===== config.mk =====
export PLATFORM = sky130hd
export DESIGN_NAME = dhg_top
export DESIGN_NICKNAME = d
export VERILOG_FILES = /design/src/rtl/dhg_pkg.sv /design/src/rtl/dhg_cfg_regs.sv /design/src/rtl/dhg_access_seq.sv /design/src/rtl/dhg_top.sv
export VERILOG_INCLUDE_DIRS = /design/src /design/src/rtl
export SDC_FILE = /design/constraint.sdc
export NUM_CORES = 1
export LEC_CHECK = 0
export ABC_AREA = 1
export BUFFER_PORTS_ARGS = -buffer_cell sky130_fd_sc_hd__buf_2
export CAP_MARGIN = 20
export CORE_MARGIN = 5
export CORE_UTILIZATION = 38
export CTS_BUF_LIST = sky130_fd_sc_hd__clkbuf_8
export DETAILED_ROUTE_END_ITERATION = 10
export PLACE_DENSITY_LB_ADDON = 0.1
export SYNTH_ARGS = -nofsm -noshare
export SYNTH_HDL_FRONTEND = slang
export SYNTH_SLANG_ARGS = --single-unit

===== constraint.sdc =====
create_clock -name I_CLK -period 4.9 [get_ports I_CLK]
set_input_delay 0.245 -clock I_CLK [delete_from_list [all_inputs] [get_ports I_CLK]]
set_output_delay 0.245 -clock I_CLK [all_outputs]
set_load 0.005 [all_outputs]

===== src/rtl/dhg_consts.svh =====
// Purpose: addresses, field positions, reset values and timing counts of the dma glue
// Assumes: 50 MHz system clock, 16-bit local i/o data
// Notes: times are in ns; cycle counts derive from them and the clock period
`ifndef DHG_CONSTS_SVH
`define DHG_CONSTS_SVH

// ==========
// local i/o addresses
`define DHG_ADDR_DATA 32'h180E_0002
`define DHG_ADDR_PTR 32'h180E_0006
`define DHG_ADDR_IACK 32'h180E_000A
`define DHG_ADDR_SYS_CFG 32'h1800_0002
`define DHG_ADDR_EXP_CTL 32'h1800_0012

// ==========
// field positions
`define DHG_SYS_RO_MSB 7
`define DHG_SYS_SW_TERM 10
`define DHG_SYS_DONE_EN 12
`define DHG_SYS_SLOW_RD 13
`define DHG_EXP_FLOW_DIR 15
`define DHG_EXP_FLOW_SEL 14
`define DHG_EXP_ACK_EN_N 13
`define DHG_EXP_REQ_EN 12

// ==========
// reset values
`define DHG_SYS_CFG_RST 16'h0000
`define DHG_EXP_CTL_RST 16'h0000

// ==========
// timing
`define DHG_CLK_NS 20
`define DHG_SETUP_NS 20
`define DHG_STROBE_NS 120
`define DHG_SLOW_EXTRA_NS 400
`define DHG_RECOVER_NS 60
`define DHG_IACK_NS 100
`define DHG_SETUP_CYC ((`DHG_SETUP_NS + `DHG_CLK_NS - 1) / `DHG_CLK_NS)
`define DHG_STROBE_CYC ((`DHG_STROBE_NS + `DHG_CLK_NS - 1) / `DHG_CLK_NS)
`define DHG_SLOW_EXTRA_CYC ((`DHG_SLOW_EXTRA_NS + `DHG_CLK_NS - 1) / `DHG_CLK_NS)
`define DHG_RECOVER_CYC ((`DHG_RECOVER_NS + `DHG_CLK_NS - 1) / `DHG_CLK_NS)
`define DHG_IACK_CYC ((`DHG_IACK_NS + `DHG_CLK_NS - 1) / `DHG_CLK_NS)

`endif


===== src/rtl/dhg_pkg.sv =====
// Purpose: types shared by the dma glue modules
// Assumes: field positions as in dhg_consts.svh
// Notes: holds types only
package dhg_pkg;

    // ==========
    // controller access sequencer states
    typedef enum logic [1:0] {SEQ_IDLE, SEQ_SETUP, SEQ_STROBE, SEQ_RECOVER} dhg_seq_state_t;

    // ==========
    // system configuration register layout
    typedef struct packed {
        logic parity_en;
        logic force_bad_par;
        logic slow_register_read_enable;
        logic expansion_done_enable;
        logic exp_bus_reset_n;
        logic software_terminate;
        logic scsi_dir;
        logic scsi_reset;
        logic [7:0] status;
    } dhg_sys_cfg_t;

    // expansion-bus control register layout
    typedef struct packed {
        logic flowthrough_direction;
        logic flowthrough_select;
        logic acknowledge_enable_n;
        logic expansion_request_enable;
        logic [11:0] other;
    } dhg_exp_ctl_t;

    // one controller access request
    typedef struct packed {
        logic write;
        logic ptr_sel;
        logic iack;
        logic slow;
        logic [15:0] wdata;
    } dhg_acc_req_t;

    // controller pin drive
    typedef struct packed {
        logic cs_b;
        logic rd_b;
        logic wr_b;
        logic ptr_sel;
        logic interrupt_grant_pulse;
        logic data_oe;
        logic [15:0] data;
    } dhg_pin_t;

endpackage : dhg_pkg


===== src/rtl/dhg_cfg_regs.sv =====
// Purpose: software-written configuration bits of the dma glue
// Assumes: write strobes are single-cycle and already decoded
// Notes: the low status byte of the system register is never stored
`timescale 1ns/1ps
`include "dhg_consts.svh"
module dhg_cfg_regs
    import dhg_pkg::*;
(
    // clock and reset
    input wire logic I_CLK,
    input wire logic I_RST_B,
    // write port
    input wire logic i_wr_sys,
    input wire logic i_wr_exp,
    input wire logic [15:0] i_wdata,
    // register contents
    output dhg_sys_cfg_t o_sys,
    output dhg_exp_ctl_t o_exp
);

    typedef struct packed {
        dhg_sys_cfg_t sys;
        dhg_exp_ctl_t exp;
    } dhg_cfg_state_t;

    dhg_cfg_state_t st;
    dhg_cfg_state_t next_st;

    // ==========
    // write decode; the read-only low byte is dropped on write
    always_comb
    begin
        next_st = st;
        if (i_wr_sys)
        begin
            next_st.sys = dhg_sys_cfg_t'({i_wdata[15:`DHG_SYS_RO_MSB + 1], 8'h00});
        end
        if (i_wr_exp)
        begin
            next_st.exp = dhg_exp_ctl_t'(i_wdata);
        end
    end

    // state register; controls come up inactive except acknowledge, which acknowledge_enable_n at 0 leaves enabled
    always_ff @(posedge I_CLK or negedge I_RST_B)
    begin
        if (!I_RST_B)
        begin
            st.sys <= dhg_sys_cfg_t'(`DHG_SYS_CFG_RST);
            st.exp <= dhg_exp_ctl_t'(`DHG_EXP_CTL_RST);
        end
        else
        begin
            st <= next_st;
        end
    end

    assign o_sys = st.sys;
    assign o_exp = st.exp;

endmodule : dhg_cfg_regs


===== src/rtl/dhg_access_seq.sv =====
// Purpose: timed access cycles to the external dma controller
// Assumes: i_rd_sync is the controller data bus after two flip-flops
// Notes: strobe must last at least three cycles so synced read data is settled
`timescale 1ns/1ps
`include "dhg_consts.svh"
module dhg_access_seq
    import dhg_pkg::*;
(
    // clock and reset
    input wire logic I_CLK,
    input wire logic I_RST_B,
    // request
    input wire logic i_start,
    input wire dhg_acc_req_t i_req,
    input wire logic [15:0] i_rd_sync,
    // answer
    output logic o_busy,
    output logic o_done,
    output logic [15:0] o_rdata,
    // controller pins
    output dhg_pin_t o_pin
);

    typedef struct packed {
        dhg_seq_state_t state;
        logic [5:0] cnt;
        dhg_acc_req_t req;
        dhg_pin_t pin;
        logic done;
        logic [15:0] rdata;
    } dhg_seq_t;

    dhg_seq_t st;
    dhg_seq_t next_st;

    // strobe length, stretched for slow register reads
    function automatic logic [5:0] strobe_len(input dhg_acc_req_t r);
        if (r.iack)
            strobe_len = 6'(`DHG_IACK_CYC);
        else if (r.slow && !r.write)
            strobe_len = 6'(`DHG_STROBE_CYC + `DHG_SLOW_EXTRA_CYC);
        else
            strobe_len = 6'(`DHG_STROBE_CYC);
    endfunction : strobe_len

    // ==========
    // sequencer: setup, strobe, recover
    always_comb
    begin
        next_st = st;
        next_st.done = 1'b0;
        case (st.state)
            SEQ_IDLE:
            begin
                if (i_start)
                begin
                    next_st.req = i_req;
                    next_st.cnt = 6'(`DHG_SETUP_CYC - 1);
                    next_st.state = SEQ_SETUP;
                    next_st.pin.ptr_sel = i_req.ptr_sel;
                    next_st.pin.cs_b = i_req.iack;
                    next_st.pin.data = i_req.wdata;
                    next_st.pin.data_oe = i_req.write && !i_req.iack;
                end
            end
            SEQ_SETUP:
            begin
                if (st.cnt == 6'h00)
                begin
                    next_st.state = SEQ_STROBE;
                    next_st.cnt = strobe_len(st.req) - 6'h01;
                    next_st.pin.interrupt_grant_pulse = st.req.iack;
                    next_st.pin.rd_b = st.req.iack || st.req.write;
                    next_st.pin.wr_b = st.req.iack || !st.req.write;
                end
                else
                begin
                    next_st.cnt = st.cnt - 6'h01;
                end
            end
            SEQ_STROBE:
            begin
                if (st.cnt == 6'h00)
                begin
                    next_st.state = SEQ_RECOVER;
                    next_st.cnt = 6'(`DHG_RECOVER_CYC - 1);
                    next_st.pin.interrupt_grant_pulse = 1'b0;
                    next_st.pin.rd_b = 1'b1;
                    next_st.pin.wr_b = 1'b1;
                    next_st.rdata = st.req.write ? 16'h0000 : i_rd_sync;
                end
                else
                begin
                    next_st.cnt = st.cnt - 6'h01;
                end
            end
            SEQ_RECOVER:
            begin
                next_st.pin.data_oe = 1'b0;
                next_st.pin.cs_b = 1'b1;
                if (st.cnt == 6'h00)
                begin
                    next_st.state = SEQ_IDLE;
                    next_st.done = 1'b1;
                    next_st.pin.ptr_sel = 1'b0;
                end
                else
                begin
                    next_st.cnt = st.cnt - 6'h01;
                end
            end
            default:
            begin
                next_st.state = SEQ_IDLE;
            end
        endcase
    end

    // state register
    always_ff @(posedge I_CLK or negedge I_RST_B)
    begin
        if (!I_RST_B)
        begin
            st.state <= SEQ_IDLE;
            st.cnt <= 6'h00;
            st.req <= '0;
            st.pin <= '{cs_b: 1'b1, rd_b: 1'b1, wr_b: 1'b1, default: '0};
            st.done <= 1'b0;
            st.rdata <= 16'h0000;
        end
        else
        begin
            st <= next_st;
        end
    end

    assign o_busy = (st.state != SEQ_IDLE);
    assign o_done = st.done;
    assign o_rdata = st.rdata;
    assign o_pin = st.pin;

endmodule : dhg_access_seq


===== src/rtl/dhg_top.sv =====
// Purpose: glue between the host local i/o port and an external two-channel dma controller
// Assumes: host issues one request at a time, I_REQ held one cycle while O_BUSY is low
// Notes: controller pins and expansion-bus signals are asynchronous and are synchronised here
`timescale 1ns/1ps
`include "dhg_consts.svh"

// Contract
// - Any pointer port access drives pointer/data select high.
// - A pointer port write loads the controller's pointer register.
// - Data port accesses reach the pointed-to register with pointer/data select low.
// - An acknowledge-address write gives one pulse on the grant input.
// - The software-terminate bit asserts end-of-process.
// - The transfer-complete enable bit forwards transfer-complete to the expansion bus.
// - The slow-read bit adds wait states to every controller read.
// - The flow-through direction bit sets channel 2's direction in flow-through mode.
// - The flow-through select bit picks flow-through or fly-by mode for channel 2.
// - Acknowledge-enable-low at 0 lets channel 2 acknowledge in fly-by, at 1 holds it off.
// - Request-enable at 1 passes expansion-bus requests, at 0 blocks them.
// - Terminate, done-enable and slow-read bits live in the system configuration register.
module dhg_top
    import dhg_pkg::*;
(
    // clock and reset
    input wire logic I_CLK,
    input wire logic I_RST_B,
    // host local i/o port
    input wire logic I_REQ,
    input wire logic I_WE,
    input wire logic [31:0] I_ADDR,
    input wire logic [15:0] I_WDATA,
    output logic O_BUSY,
    output logic O_ACK,
    output logic [15:0] O_RDATA,
    // system status inputs for the read-only low byte
    input wire logic [7:0] I_SYS_STATUS,
    // dma controller bus
    output logic O_DMAC_CS_B,
    output logic O_DMAC_RD_B,
    output logic O_DMAC_WR_B,
    output logic O_DMAC_PTR_SEL,
    output logic O_DMAC_INTERRUPT_GRANT_PULSE,
    input wire logic [15:0] I_DMAC_DATA,
    output logic [15:0] O_DMAC_DATA,
    output logic O_DMAC_DATA_OE,
    // dma controller channel signals
    output logic O_DMAC_END_OF_PROCESS,
    input wire logic I_DMAC_TRANSFER_COMPLETE,
    output logic O_DMAC_EXP_REQ,
    input wire logic I_DMAC_EXP_ACK,
    output logic O_DMAC_FLOWTHROUGH_SELECT,
    output logic O_DMAC_FLOWTHROUGH_DIRECTION,
    // expansion bus
    input wire logic I_EXP_REQ,
    output logic O_EXP_ACK,
    output logic O_EXP_TRANSFER_COMPLETE
);

    // ==========
    // state
    typedef struct packed {
        logic [15:0] data_s1;
        logic [15:0] data_s2;
        logic [7:0] status_s1;
        logic [7:0] status_s2;
        logic tc_s1;
        logic tc_s2;
        logic dreq_s1;
        logic dreq_s2;
        logic dack_s1;
        logic dack_s2;
        logic wait_seq;
        logic ack;
        logic [15:0] rdata;
        logic exp_tc;
        logic dmac_req;
        logic exp_ack;
        logic eop;
    } dhg_top_state_t;

    dhg_top_state_t st;
    dhg_top_state_t next_st;

    dhg_sys_cfg_t sys_cfg;
    dhg_exp_ctl_t exp_ctl;
    dhg_acc_req_t acc_req;
    dhg_pin_t pin;
    logic seq_busy;
    logic seq_done;
    logic [15:0] seq_rdata;
    logic take;
    logic hit_data;
    logic hit_ptr;
    logic hit_iack;
    logic hit_sys;
    logic hit_exp;
    logic seq_start;
    logic wr_sys;
    logic wr_exp;

    // address compare used by every decode line
    function automatic logic addr_is(input logic [31:0] a, input logic [31:0] target);
        addr_is = (a == target);
    endfunction : addr_is

    // ==========
    // host request decode
    assign take = I_REQ && !O_BUSY;
    assign hit_data = addr_is(I_ADDR, `DHG_ADDR_DATA);
    assign hit_ptr = addr_is(I_ADDR, `DHG_ADDR_PTR);
    assign hit_iack = addr_is(I_ADDR, `DHG_ADDR_IACK);
    assign hit_sys = addr_is(I_ADDR, `DHG_ADDR_SYS_CFG);
    assign hit_exp = addr_is(I_ADDR, `DHG_ADDR_EXP_CTL);

    // a read of the acknowledge address only answers; a write pulses the grant
    assign seq_start = take && (hit_data || hit_ptr || (hit_iack && I_WE));
    assign wr_sys = take && I_WE && hit_sys;
    assign wr_exp = take && I_WE && hit_exp;

    // request carried to the sequencer
    always_comb
    begin
        acc_req.write = I_WE;
        acc_req.ptr_sel = hit_ptr;
        acc_req.iack = hit_iack;
        acc_req.slow = sys_cfg.slow_register_read_enable;
        acc_req.wdata = I_WDATA;
    end

    // ==========
    // configuration registers
    dhg_cfg_regs u_cfg (
        .I_CLK(I_CLK),
        .I_RST_B(I_RST_B),
        .i_wr_sys(wr_sys),
        .i_wr_exp(wr_exp),
        .i_wdata(I_WDATA),
        .o_sys(sys_cfg),
        .o_exp(exp_ctl)
    );

    // controller access sequencer
    dhg_access_seq u_seq (
        .I_CLK(I_CLK),
        .I_RST_B(I_RST_B),
        .i_start(seq_start),
        .i_req(acc_req),
        .i_rd_sync(st.data_s2),
        .o_busy(seq_busy),
        .o_done(seq_done),
        .o_rdata(seq_rdata),
        .o_pin(pin)
    );

    // ==========
    // next state: synchronisers, host answer, channel signal gating
    always_comb
    begin
        next_st = st;
        // two-stage synchronisers; stage one feeds only stage two
        next_st.data_s1 = I_DMAC_DATA;
        next_st.data_s2 = st.data_s1;
        next_st.status_s1 = I_SYS_STATUS;
        next_st.status_s2 = st.status_s1;
        next_st.tc_s1 = I_DMAC_TRANSFER_COMPLETE;
        next_st.tc_s2 = st.tc_s1;
        next_st.dreq_s1 = I_EXP_REQ;
        next_st.dreq_s2 = st.dreq_s1;
        next_st.dack_s1 = I_DMAC_EXP_ACK;
        next_st.dack_s2 = st.dack_s1;

        // host answer: local registers in one cycle, controller when the sequencer ends
        next_st.ack = 1'b0;
        if (seq_start)
        begin
            next_st.wait_seq = 1'b1;
        end
        else if (take)
        begin
            next_st.ack = 1'b1;
            if (I_WE)
            begin
                next_st.rdata = 16'h0000;
            end
            else if (hit_sys)
            begin
                next_st.rdata = {sys_cfg[15:`DHG_SYS_RO_MSB + 1], st.status_s2};
            end
            else if (hit_exp)
            begin
                next_st.rdata = exp_ctl;
            end
            else
            begin
                next_st.rdata = 16'h0000; // unmapped or acknowledge-address read
            end
        end
        if (st.wait_seq && seq_done)
        begin
            next_st.wait_seq = 1'b0;
            next_st.ack = 1'b1;
            next_st.rdata = seq_rdata;
        end

        // channel control
        next_st.eop = sys_cfg.software_terminate;
        next_st.exp_tc = st.tc_s2 && sys_cfg.expansion_done_enable;
        next_st.dmac_req = st.dreq_s2 && exp_ctl.expansion_request_enable;
        // acknowledge only in fly-by and only when enabled
        next_st.exp_ack = st.dack_s2 && !exp_ctl.acknowledge_enable_n && !exp_ctl.flowthrough_select;
    end

    // ==========
    // state register
    always_ff @(posedge I_CLK or negedge I_RST_B)
    begin
        if (!I_RST_B)
        begin
            st <= '0;
        end
        else
        begin
            st <= next_st;
        end
    end

    // ==========
    // host outputs
    assign O_BUSY = seq_busy || st.wait_seq;
    assign O_ACK = st.ack;
    assign O_RDATA = st.rdata;

    // controller bus pins
    assign O_DMAC_CS_B = pin.cs_b;
    assign O_DMAC_RD_B = pin.rd_b;
    assign O_DMAC_WR_B = pin.wr_b;
    assign O_DMAC_PTR_SEL = pin.ptr_sel;
    assign O_DMAC_INTERRUPT_GRANT_PULSE = pin.interrupt_grant_pulse;
    assign O_DMAC_DATA = pin.data;
    assign O_DMAC_DATA_OE = pin.data_oe;

    // channel signals
    assign O_DMAC_END_OF_PROCESS = st.eop;
    assign O_EXP_TRANSFER_COMPLETE = st.exp_tc;
    assign O_DMAC_EXP_REQ = st.dmac_req;
    assign O_EXP_ACK = st.exp_ack;
    assign O_DMAC_FLOWTHROUGH_SELECT = exp_ctl.flowthrough_select;
    assign O_DMAC_FLOWTHROUGH_DIRECTION = exp_ctl.flowthrough_direction;

endmodule : dhg_top


==> results of run 1 <==
==> final cells by class <==
cell class / count / area, sq um / share of cell area
clock inverters: 14 / 208 / 0.0274
repair buffers: 154 / 922 / 0.122
flip-flops and latches: 150 / 3760 / 0.496
multi-input cells: 400 / 1940 / 0.257
inverters: 57 / 214 / 0.0283
well taps: 220 / 275 / 0.0364
clock buffers: 18 / 248 / 0.0327
==> worst paths after layout <==
kind                                       end  cells past startpoint  slack, ns
min in group asynchronous         u_seq.st[62]                      2       0.46
worst min register to register          st[33]                      0       0.35
worst max-delay path              u_seq.st[60]                      9       2.04
worst max register to register    u_seq.st[60]                      9       2.04
worst min-delay path            u_cfg.o_exp[0]                      3       0.06
max in group asynchronous          O_RDATA[15]                      3       3.22
==> cells in the final DEF (no fill, tap or decap), drive strengths merged <==
cell type and count:
dfstp 3, nand3 102, inv 54, xor2 1
clkinv 8, dfrtp 147, clkinvlp 4, a31oi 1
a41oi 2, o31ai 3, ha 5, nand4 6
nor2 40, nor3 2, dlygate4sd3 28, o22ai 1
a21oi 2, bufinv 5, clkbuf 18, buf 126
nand3b 1, o21ai 62, nand2 170, nor3b 2
==> routing by layer <==
metal	vias to the layer above	GRT usage
met4	0	0.0582
met5	-	0
met3	17	0.0466
li1	2340	-
met2	89	0.233
met1	2183	0.200
==> timing repair <==
| item | in CTS | in global routing |
|---|---|---|
| resized for setup | 0 | 0 |
| hold buffers | 28 | 0 |
| buffers inserted | 0 | 0 |
| hold endpoints to repair | 128 | 0 |
==> state kept, by name, indices dropped and copies added, names as in the netlist <==
name and flops:
u_seq.o_pin 6, O_EXP_ACK 1, O_RDATA 16, next_st 27, O_ACK 1, u_seq.o_done 1
u_seq.o_rdata 16, O_DMAC_EXP_REQ 1, u_seq.st 27, st 28, u_cfg.o_sys 8, u_cfg.o_exp 16
O_DMAC_END_OF_PROCESS 1, O_EXP_TRANSFER_COMPLETE 1
==> where the power goes <==
group | internal (W) | total [W] | switching [W]
combinational | 0.0000415 | 0.0000911 | 0.0000496
clock | 0.000615 | 0.00107 | 0.000453
sequential | 0.00126 | 0.00127 | 0.00000600
==> critical path, cell delays in order, from the launching register on <==
cell and delay [ns]:
dfrtp_1 0.42, inv_1 0.11, ha_1 0.27, nand3_1 0.16, clkinv_1 0.29, nand3_2 0.69
nand2_2 0.42, nand2_1 0.22, nand2_1 0.10, nand2_1 0.05
==> stage by stage <==
step                       util  instances
after global routing      0.461       1013
final                     0.461       1013
after detailed placement  0.416        953
after global placement    0.416        953
after CTS                 0.461       1013
after floorplan               -        662
==> logic make-up after synthesis <==
family	after synthesis	synth area share
AO/OA/AOI/OAI	71	0.0689
AND/OR/NAND/NOR	323	0.229
adder cells (fa/ha/maj)	5	0.00995
XOR/XNOR	1	0.00139
buffers and inverters	112	0.0931
flip-flops	150	0.598
==> results.ini, run 1 <==
[run_status]
outcome = completed

[critical_path]
worstSetupEndpointType = flop
crit_path_max_fanout = 43
regToRegStartpoint = u_seq.st[65]
cp-start-kind = flop
critPathLaunch = u_seq.st[65]
crit_type = flop to flop
required_ns = 5.23
arrival_ns = 3.19

[min_path]
hp-class = input port to flop
worstHoldStart = I_WDATA[0]

[flow_run]
cap_violations = 0

[timing]
fmax_mhz = 350
setup_tns_ns = 0
slew_headroom = 0.367
rsz0062_at_grt = false
setup_viol = 0
layout_setup_ws_ns = 2.04
whs_ns = 0.0584
finalCritPeriodShare = 0.583
clock-skew-final_ns = 0.00692
drv_slew = 0
hold_violations = 0
tightest_slew_ns = 0.949
period_minus_slack_ns = 2.86

[synthesis]
syn_inst = 662
yosysMostFrequentCell = nand2_1
synthFlopType = dfrtp_1
yosysWarningCount = 0
synth-seq-cells = 150
yosysTopAreaCell = dfrtp_1
synth.yosys.seq_area_share = 0.598
synth_area_leaders = dfrtp_1, nand2_1, nand3_1
synth.avg_cell_area_sq_um = 9.50
synth_edf_count = 0
netlist_area_sq_mm = 0.00629
synth_top_area_frac = 0.585
post_synth_num_cell_types = 35
synthTopCellsByCount = nand2_1, dfrtp_1, nand3_1
synth_nets = 746
async_reset_ff_frac = 1.00

[place]
dp_hpwl_um = 9970
pre_cts_slack_ns = 2.04
place_congestion = 0.802
port_buffers = 124
place_area_sq_mm = 0.00683

[route]
route.detailed.drc = 0
drt-wirelength-per-cell_um = 13.8
top_layer = met4
dr_total_vias = 4629
ant_nets = 0
drt_iter0_drc = 223
met3_length_um = 710
via_per_inst = 4.57
first_pass_iters = 6
wl_met1_um = 6420
wl_um = 14000
wl_met2_um = 6580

[die]
die_h_um = 139
start_util = 0.383
core-area_sq_mm = 0.0164
row_count = 47
fp.dieW_um = 139
io_pins = 125
dieArea_sq_mm = 0.0192

[pwr]
irDropWorstVdd_uv = 172
cellPowerDensity_mw_per_mm2 = 320
total_leakage_power_nw = 3.86
total_power_w = 0.00242

[global_routing]
grt_max_degree = 106
grt_pass1_vias = 4607
grt_usage = 0.151
grt_antenna_before_repair = 0
grt_pass1_wl_um = 23500
overflow = 0

[clock_tree]
cts_buffers = 17
insertion_delay_ns = 0.45
cts_tree = yes
ctsRootBufferMaster = clkbuf_8
h-tree-depth = 4
clock_sinks = 150
clk_path_buf_depth = 2
clkTransAtPathRegs_ns = 0.08

[finish]
area_growth_syn_to_layout_pct = 20.4
design_area_sq_mm = 0.00757
layout-drive-gt1-share = 0.240
n_antenna_cell = 0
nNetsFinal = 864
fill_cells = 1643

Note: power is estimated with default switching activity, not from simulation.
==> inputs of run 2 (changes only) <==
--- a/config.mk
+++ b/config.mk
@@ -6,7 +6,7 @@
 export SDC_FILE = /design/constraint.sdc
 export NUM_CORES = 1
 export LEC_CHECK = 0
-export ABC_AREA = 1
+export ABC_AREA = 0
 export BUFFER_PORTS_ARGS = -buffer_cell sky130_fd_sc_hd__buf_2
 export CAP_MARGIN = 20
 export CORE_MARGIN = 5
==> constraint.sdc (replaced) <==
create_clock -name I_CLK -period 2.4 [get_ports I_CLK]
set_input_delay 0.12 -clock I_CLK [delete_from_list [all_inputs] [get_ports I_CLK]]
set_output_delay 0.12 -clock I_CLK [all_outputs]
set_load 0.005 [all_outputs]
==> run 2 against run 1 <==
Via count shrank 12%. Sequential share of layout area shrank 0.74 points. Final area grew 1.5%. First-iteration DRC count grew 20%. Die area shrank 4.1%. Combinational power grew 140%. Fmax grew 30%. Clock skew is essentially flat. Count of clock-buffer cells in the layout grew 1. Sequential cell count is the same. Highest routed layer unchanged.
==> results.ini, run 2 <==
[critical_path]
path_buf_inv = 2  ; unchanged
path_cells = inv_1, ha_1, and3b_1, and4_1, or3b_1, buf_4, mux2_4
crit_type = flop to flop
cp-start-kind = flop
worstSetupEndpointType = flop
arrival_ns = 2.53  ; -0.66 ns
max_stage_delay_ns = 0.45  ; -0.24 ns
required_ns = 2.73  ; -2.50 ns
slowest_stage = or3b_1
cp_top_family = simple AND/OR/NAND/NOR gates
r2r_slack_ns = 0.20  ; -1.84 ns
crit_path_max_fanout = 13  ; -70%

[route]
drt-wirelength-per-cell_um = 15.4  ; +12%
route.detailed.drc = 0  ; unchanged
ant_nets = 0  ; unchanged
first_pass_iters = 4  ; -2
drt_iter0_drc = 267  ; +20%
dr_total_vias = 4052  ; -12%
via_per_inst = 4.71  ; +3.0%
wl_um = 13300  ; -5.0%

[place]
port_buffers = 124  ; unchanged
place_congestion = 0.847  ; +5.7%
dp_hpwl_um = 9480  ; -4.9%

[synthesis]
synth.avg_cell_area_sq_um = 12.8  ; +34%
yosysWarningCount = 0  ; unchanged
synthFlopType = dfrtp_1
netlist_area_sq_mm = 0.00601  ; -4.5%
synth_top_area_frac = 0.612  ; +0.0273
async_reset_ff_frac = 1.00  ; unchanged
synth-seq-cells = 150  ; unchanged
synth_edf_count = 0  ; unchanged
yosysMostFrequentCell = dfrtp_1
yosysTopAreaCell = dfrtp_1
synth_area_leaders = dfrtp_1, mux2_2, buf_4
synthTopCellsByCount = dfrtp_1, mux2_2, nand2_1
syn_inst = 471  ; -29%
synth.yosys.seq_area_share = 0.625  ; +0.0279
synth_nets = 555  ; -26%
post_synth_num_cell_types = 49  ; +40%

[timing]
fmax_mhz = 455  ; +30%
period_minus_slack_ns = 2.20  ; -0.659 ns
tightest_slew_ns = 0.638  ; -0.311 ns
rsz0062_at_grt = false
hold_violations = 0  ; unchanged
drv_slew = 0  ; unchanged
setup_viol = 0  ; unchanged
clock-skew-final_ns = 0.00713  ; +0.000206 ns
setup_tns_ns = 0  ; unchanged
slew_headroom = 0.570  ; +0.203
finalCritPeriodShare = 0.917  ; +0.333

[finish]
layout-drive-gt1-share = 0.364  ; +0.125
area_growth_syn_to_layout_pct = 27.9
n_antenna_cell = 0  ; unchanged
layout_common_cells = dfrtp_1, buf_2, dlygate4sd3_1
fill_cells = 1468  ; -11%
largest_register_ffs = 28  ; unchanged
regMostFlops = st
layout_commonest_cell = dfrtp_1
nNetsFinal = 717  ; -17%

[clock_tree]
ctsRootBufferMaster = clkbuf_8
h-tree-depth = 4  ; unchanged
cts_setup_buffers = 0  ; unchanged
cts-resized-gates = 0  ; unchanged
ctsHoldBuffers = 45  ; +61%
cts_buffers = 17  ; unchanged
insertion_delay_ns = 0.44  ; about the same
clk_path_buf_depth = 2  ; unchanged
clkTransAtPathRegs_ns = 0.08  ; about the same
clock_sinks = 150  ; unchanged
cts_tree = yes

[global_routing]
grt_pass1_wl_um = 22100  ; -6.1%
grt_antenna_before_repair = 0  ; unchanged
overflow = 0  ; unchanged
grt_pass1_vias = 4333  ; -5.9%
grt_max_degree = 58  ; -45%
grt_usage = 0.154  ; +0.00280

[die]
row_count = 46  ; -2.1%
start_util = 0.382  ; -0.000901
core-area_sq_mm = 0.0157  ; -4.2%
dieArea_sq_mm = 0.0184  ; -4.1%
io_pins = 125  ; unchanged
die_h_um = 136  ; -2.1%
fp.dieW_um = 136  ; -2.1%

[pwr]
total_power_w = 0.00482  ; +99%
cellPowerDensity_mw_per_mm2 = 627  ; +96%
total_leakage_power_nw = 3.78  ; -2.1%
irDropWorstVdd_uv = 353  ; +110%

[flow_run]
cap_violations = 0  ; unchanged

[min_path]
hp-class = input port to flop

[run_status]
outcome = completed

## run 2: final cells by class
cell class,instances,area [sq um],area share
multi-input combinational,261,1880,0.245
tap,216,270,0.0352
timing repair buffer,196,1330,0.173
clock inverter,12,153,0.0199
clock buffer,19,262,0.0340
sequential,150,3760,0.489
inverter,7,26.3,0.00342
## run 2: routing by layer
| metal | wire, um | GRT usage | vias up |
|---|---|---|---|
| met1 | 5810 | 0.196 | 1984 |
| met4 | 178 | 0.0566 | 0 |
| met5 | 0 | 0 | - |
| li1 | - | - | 1964 |
| met2 | 6750 | 0.258 | 88 |
| met3 | 571 | 0.0338 | 16 |
## run 2: cell families after synthesis
logic type / count (synthesis) / share of synthesized area
muxes: 43 / 0.0833
AOI/OAI and AO/OA: 84 / 0.103
DFF: 150 / 0.625
and+or+nand+nor: 128 / 0.114
adders and majority gates: 5 / 0.0104
xor gates and xnor gates: 1 / 0.00146
buffers and inverters: 60 / 0.0629
## run 2: tightest hold or removal path: cells and delay by family
family,cells,cell delay [ns]
AOI/OAI and AO/OA,2,0.23
buffers and inverters,1,0.11
## run 2: report_power, final
group	total (W)	internal [W]	switching, W
Clock	0.00201	0.00108	0.000936
Combinational	0.000223	0.000118	0.000104
Sequential	0.00258	0.00257	0.0000113
Total	0.00482	0.00377	0.00105
## run 2: worst paths after layout
| path | start | endpoint | depth (start not counted) |
|---|---|---|---|
| min in group asynchronous | I_RST_B | u_seq.st[59] | 2 |
| max in group asynchronous | I_RST_B | O_RDATA[2] | 3 |
| worst min-delay path | I_ADDR[2] | u_seq.o_pin[18] | 3 |
| worst max register to register | u_seq.st[65] | u_seq.st[51] | 7 |
| worst max-delay path | u_seq.st[65] | u_seq.st[51] | 7 |
| worst min register to register | next_st[31] | st[31] | 0 |
## run 2: per-stage QoR
step	hold slack [ns]	util	setup WS (ns)	area, sq um	cells
after global placement	0.120	0.434	-0.0854	6820	785
after floorplan	-0.176	-	-0.0128	6010	471
after global routing	0.0278	0.489	0.104	7680	861
after CTS	0.0204	0.489	0.195	7680	861
final	0.0490	0.489	0.200	7680	861
after detailed placement	0.118	0.434	-0.110	6820	785
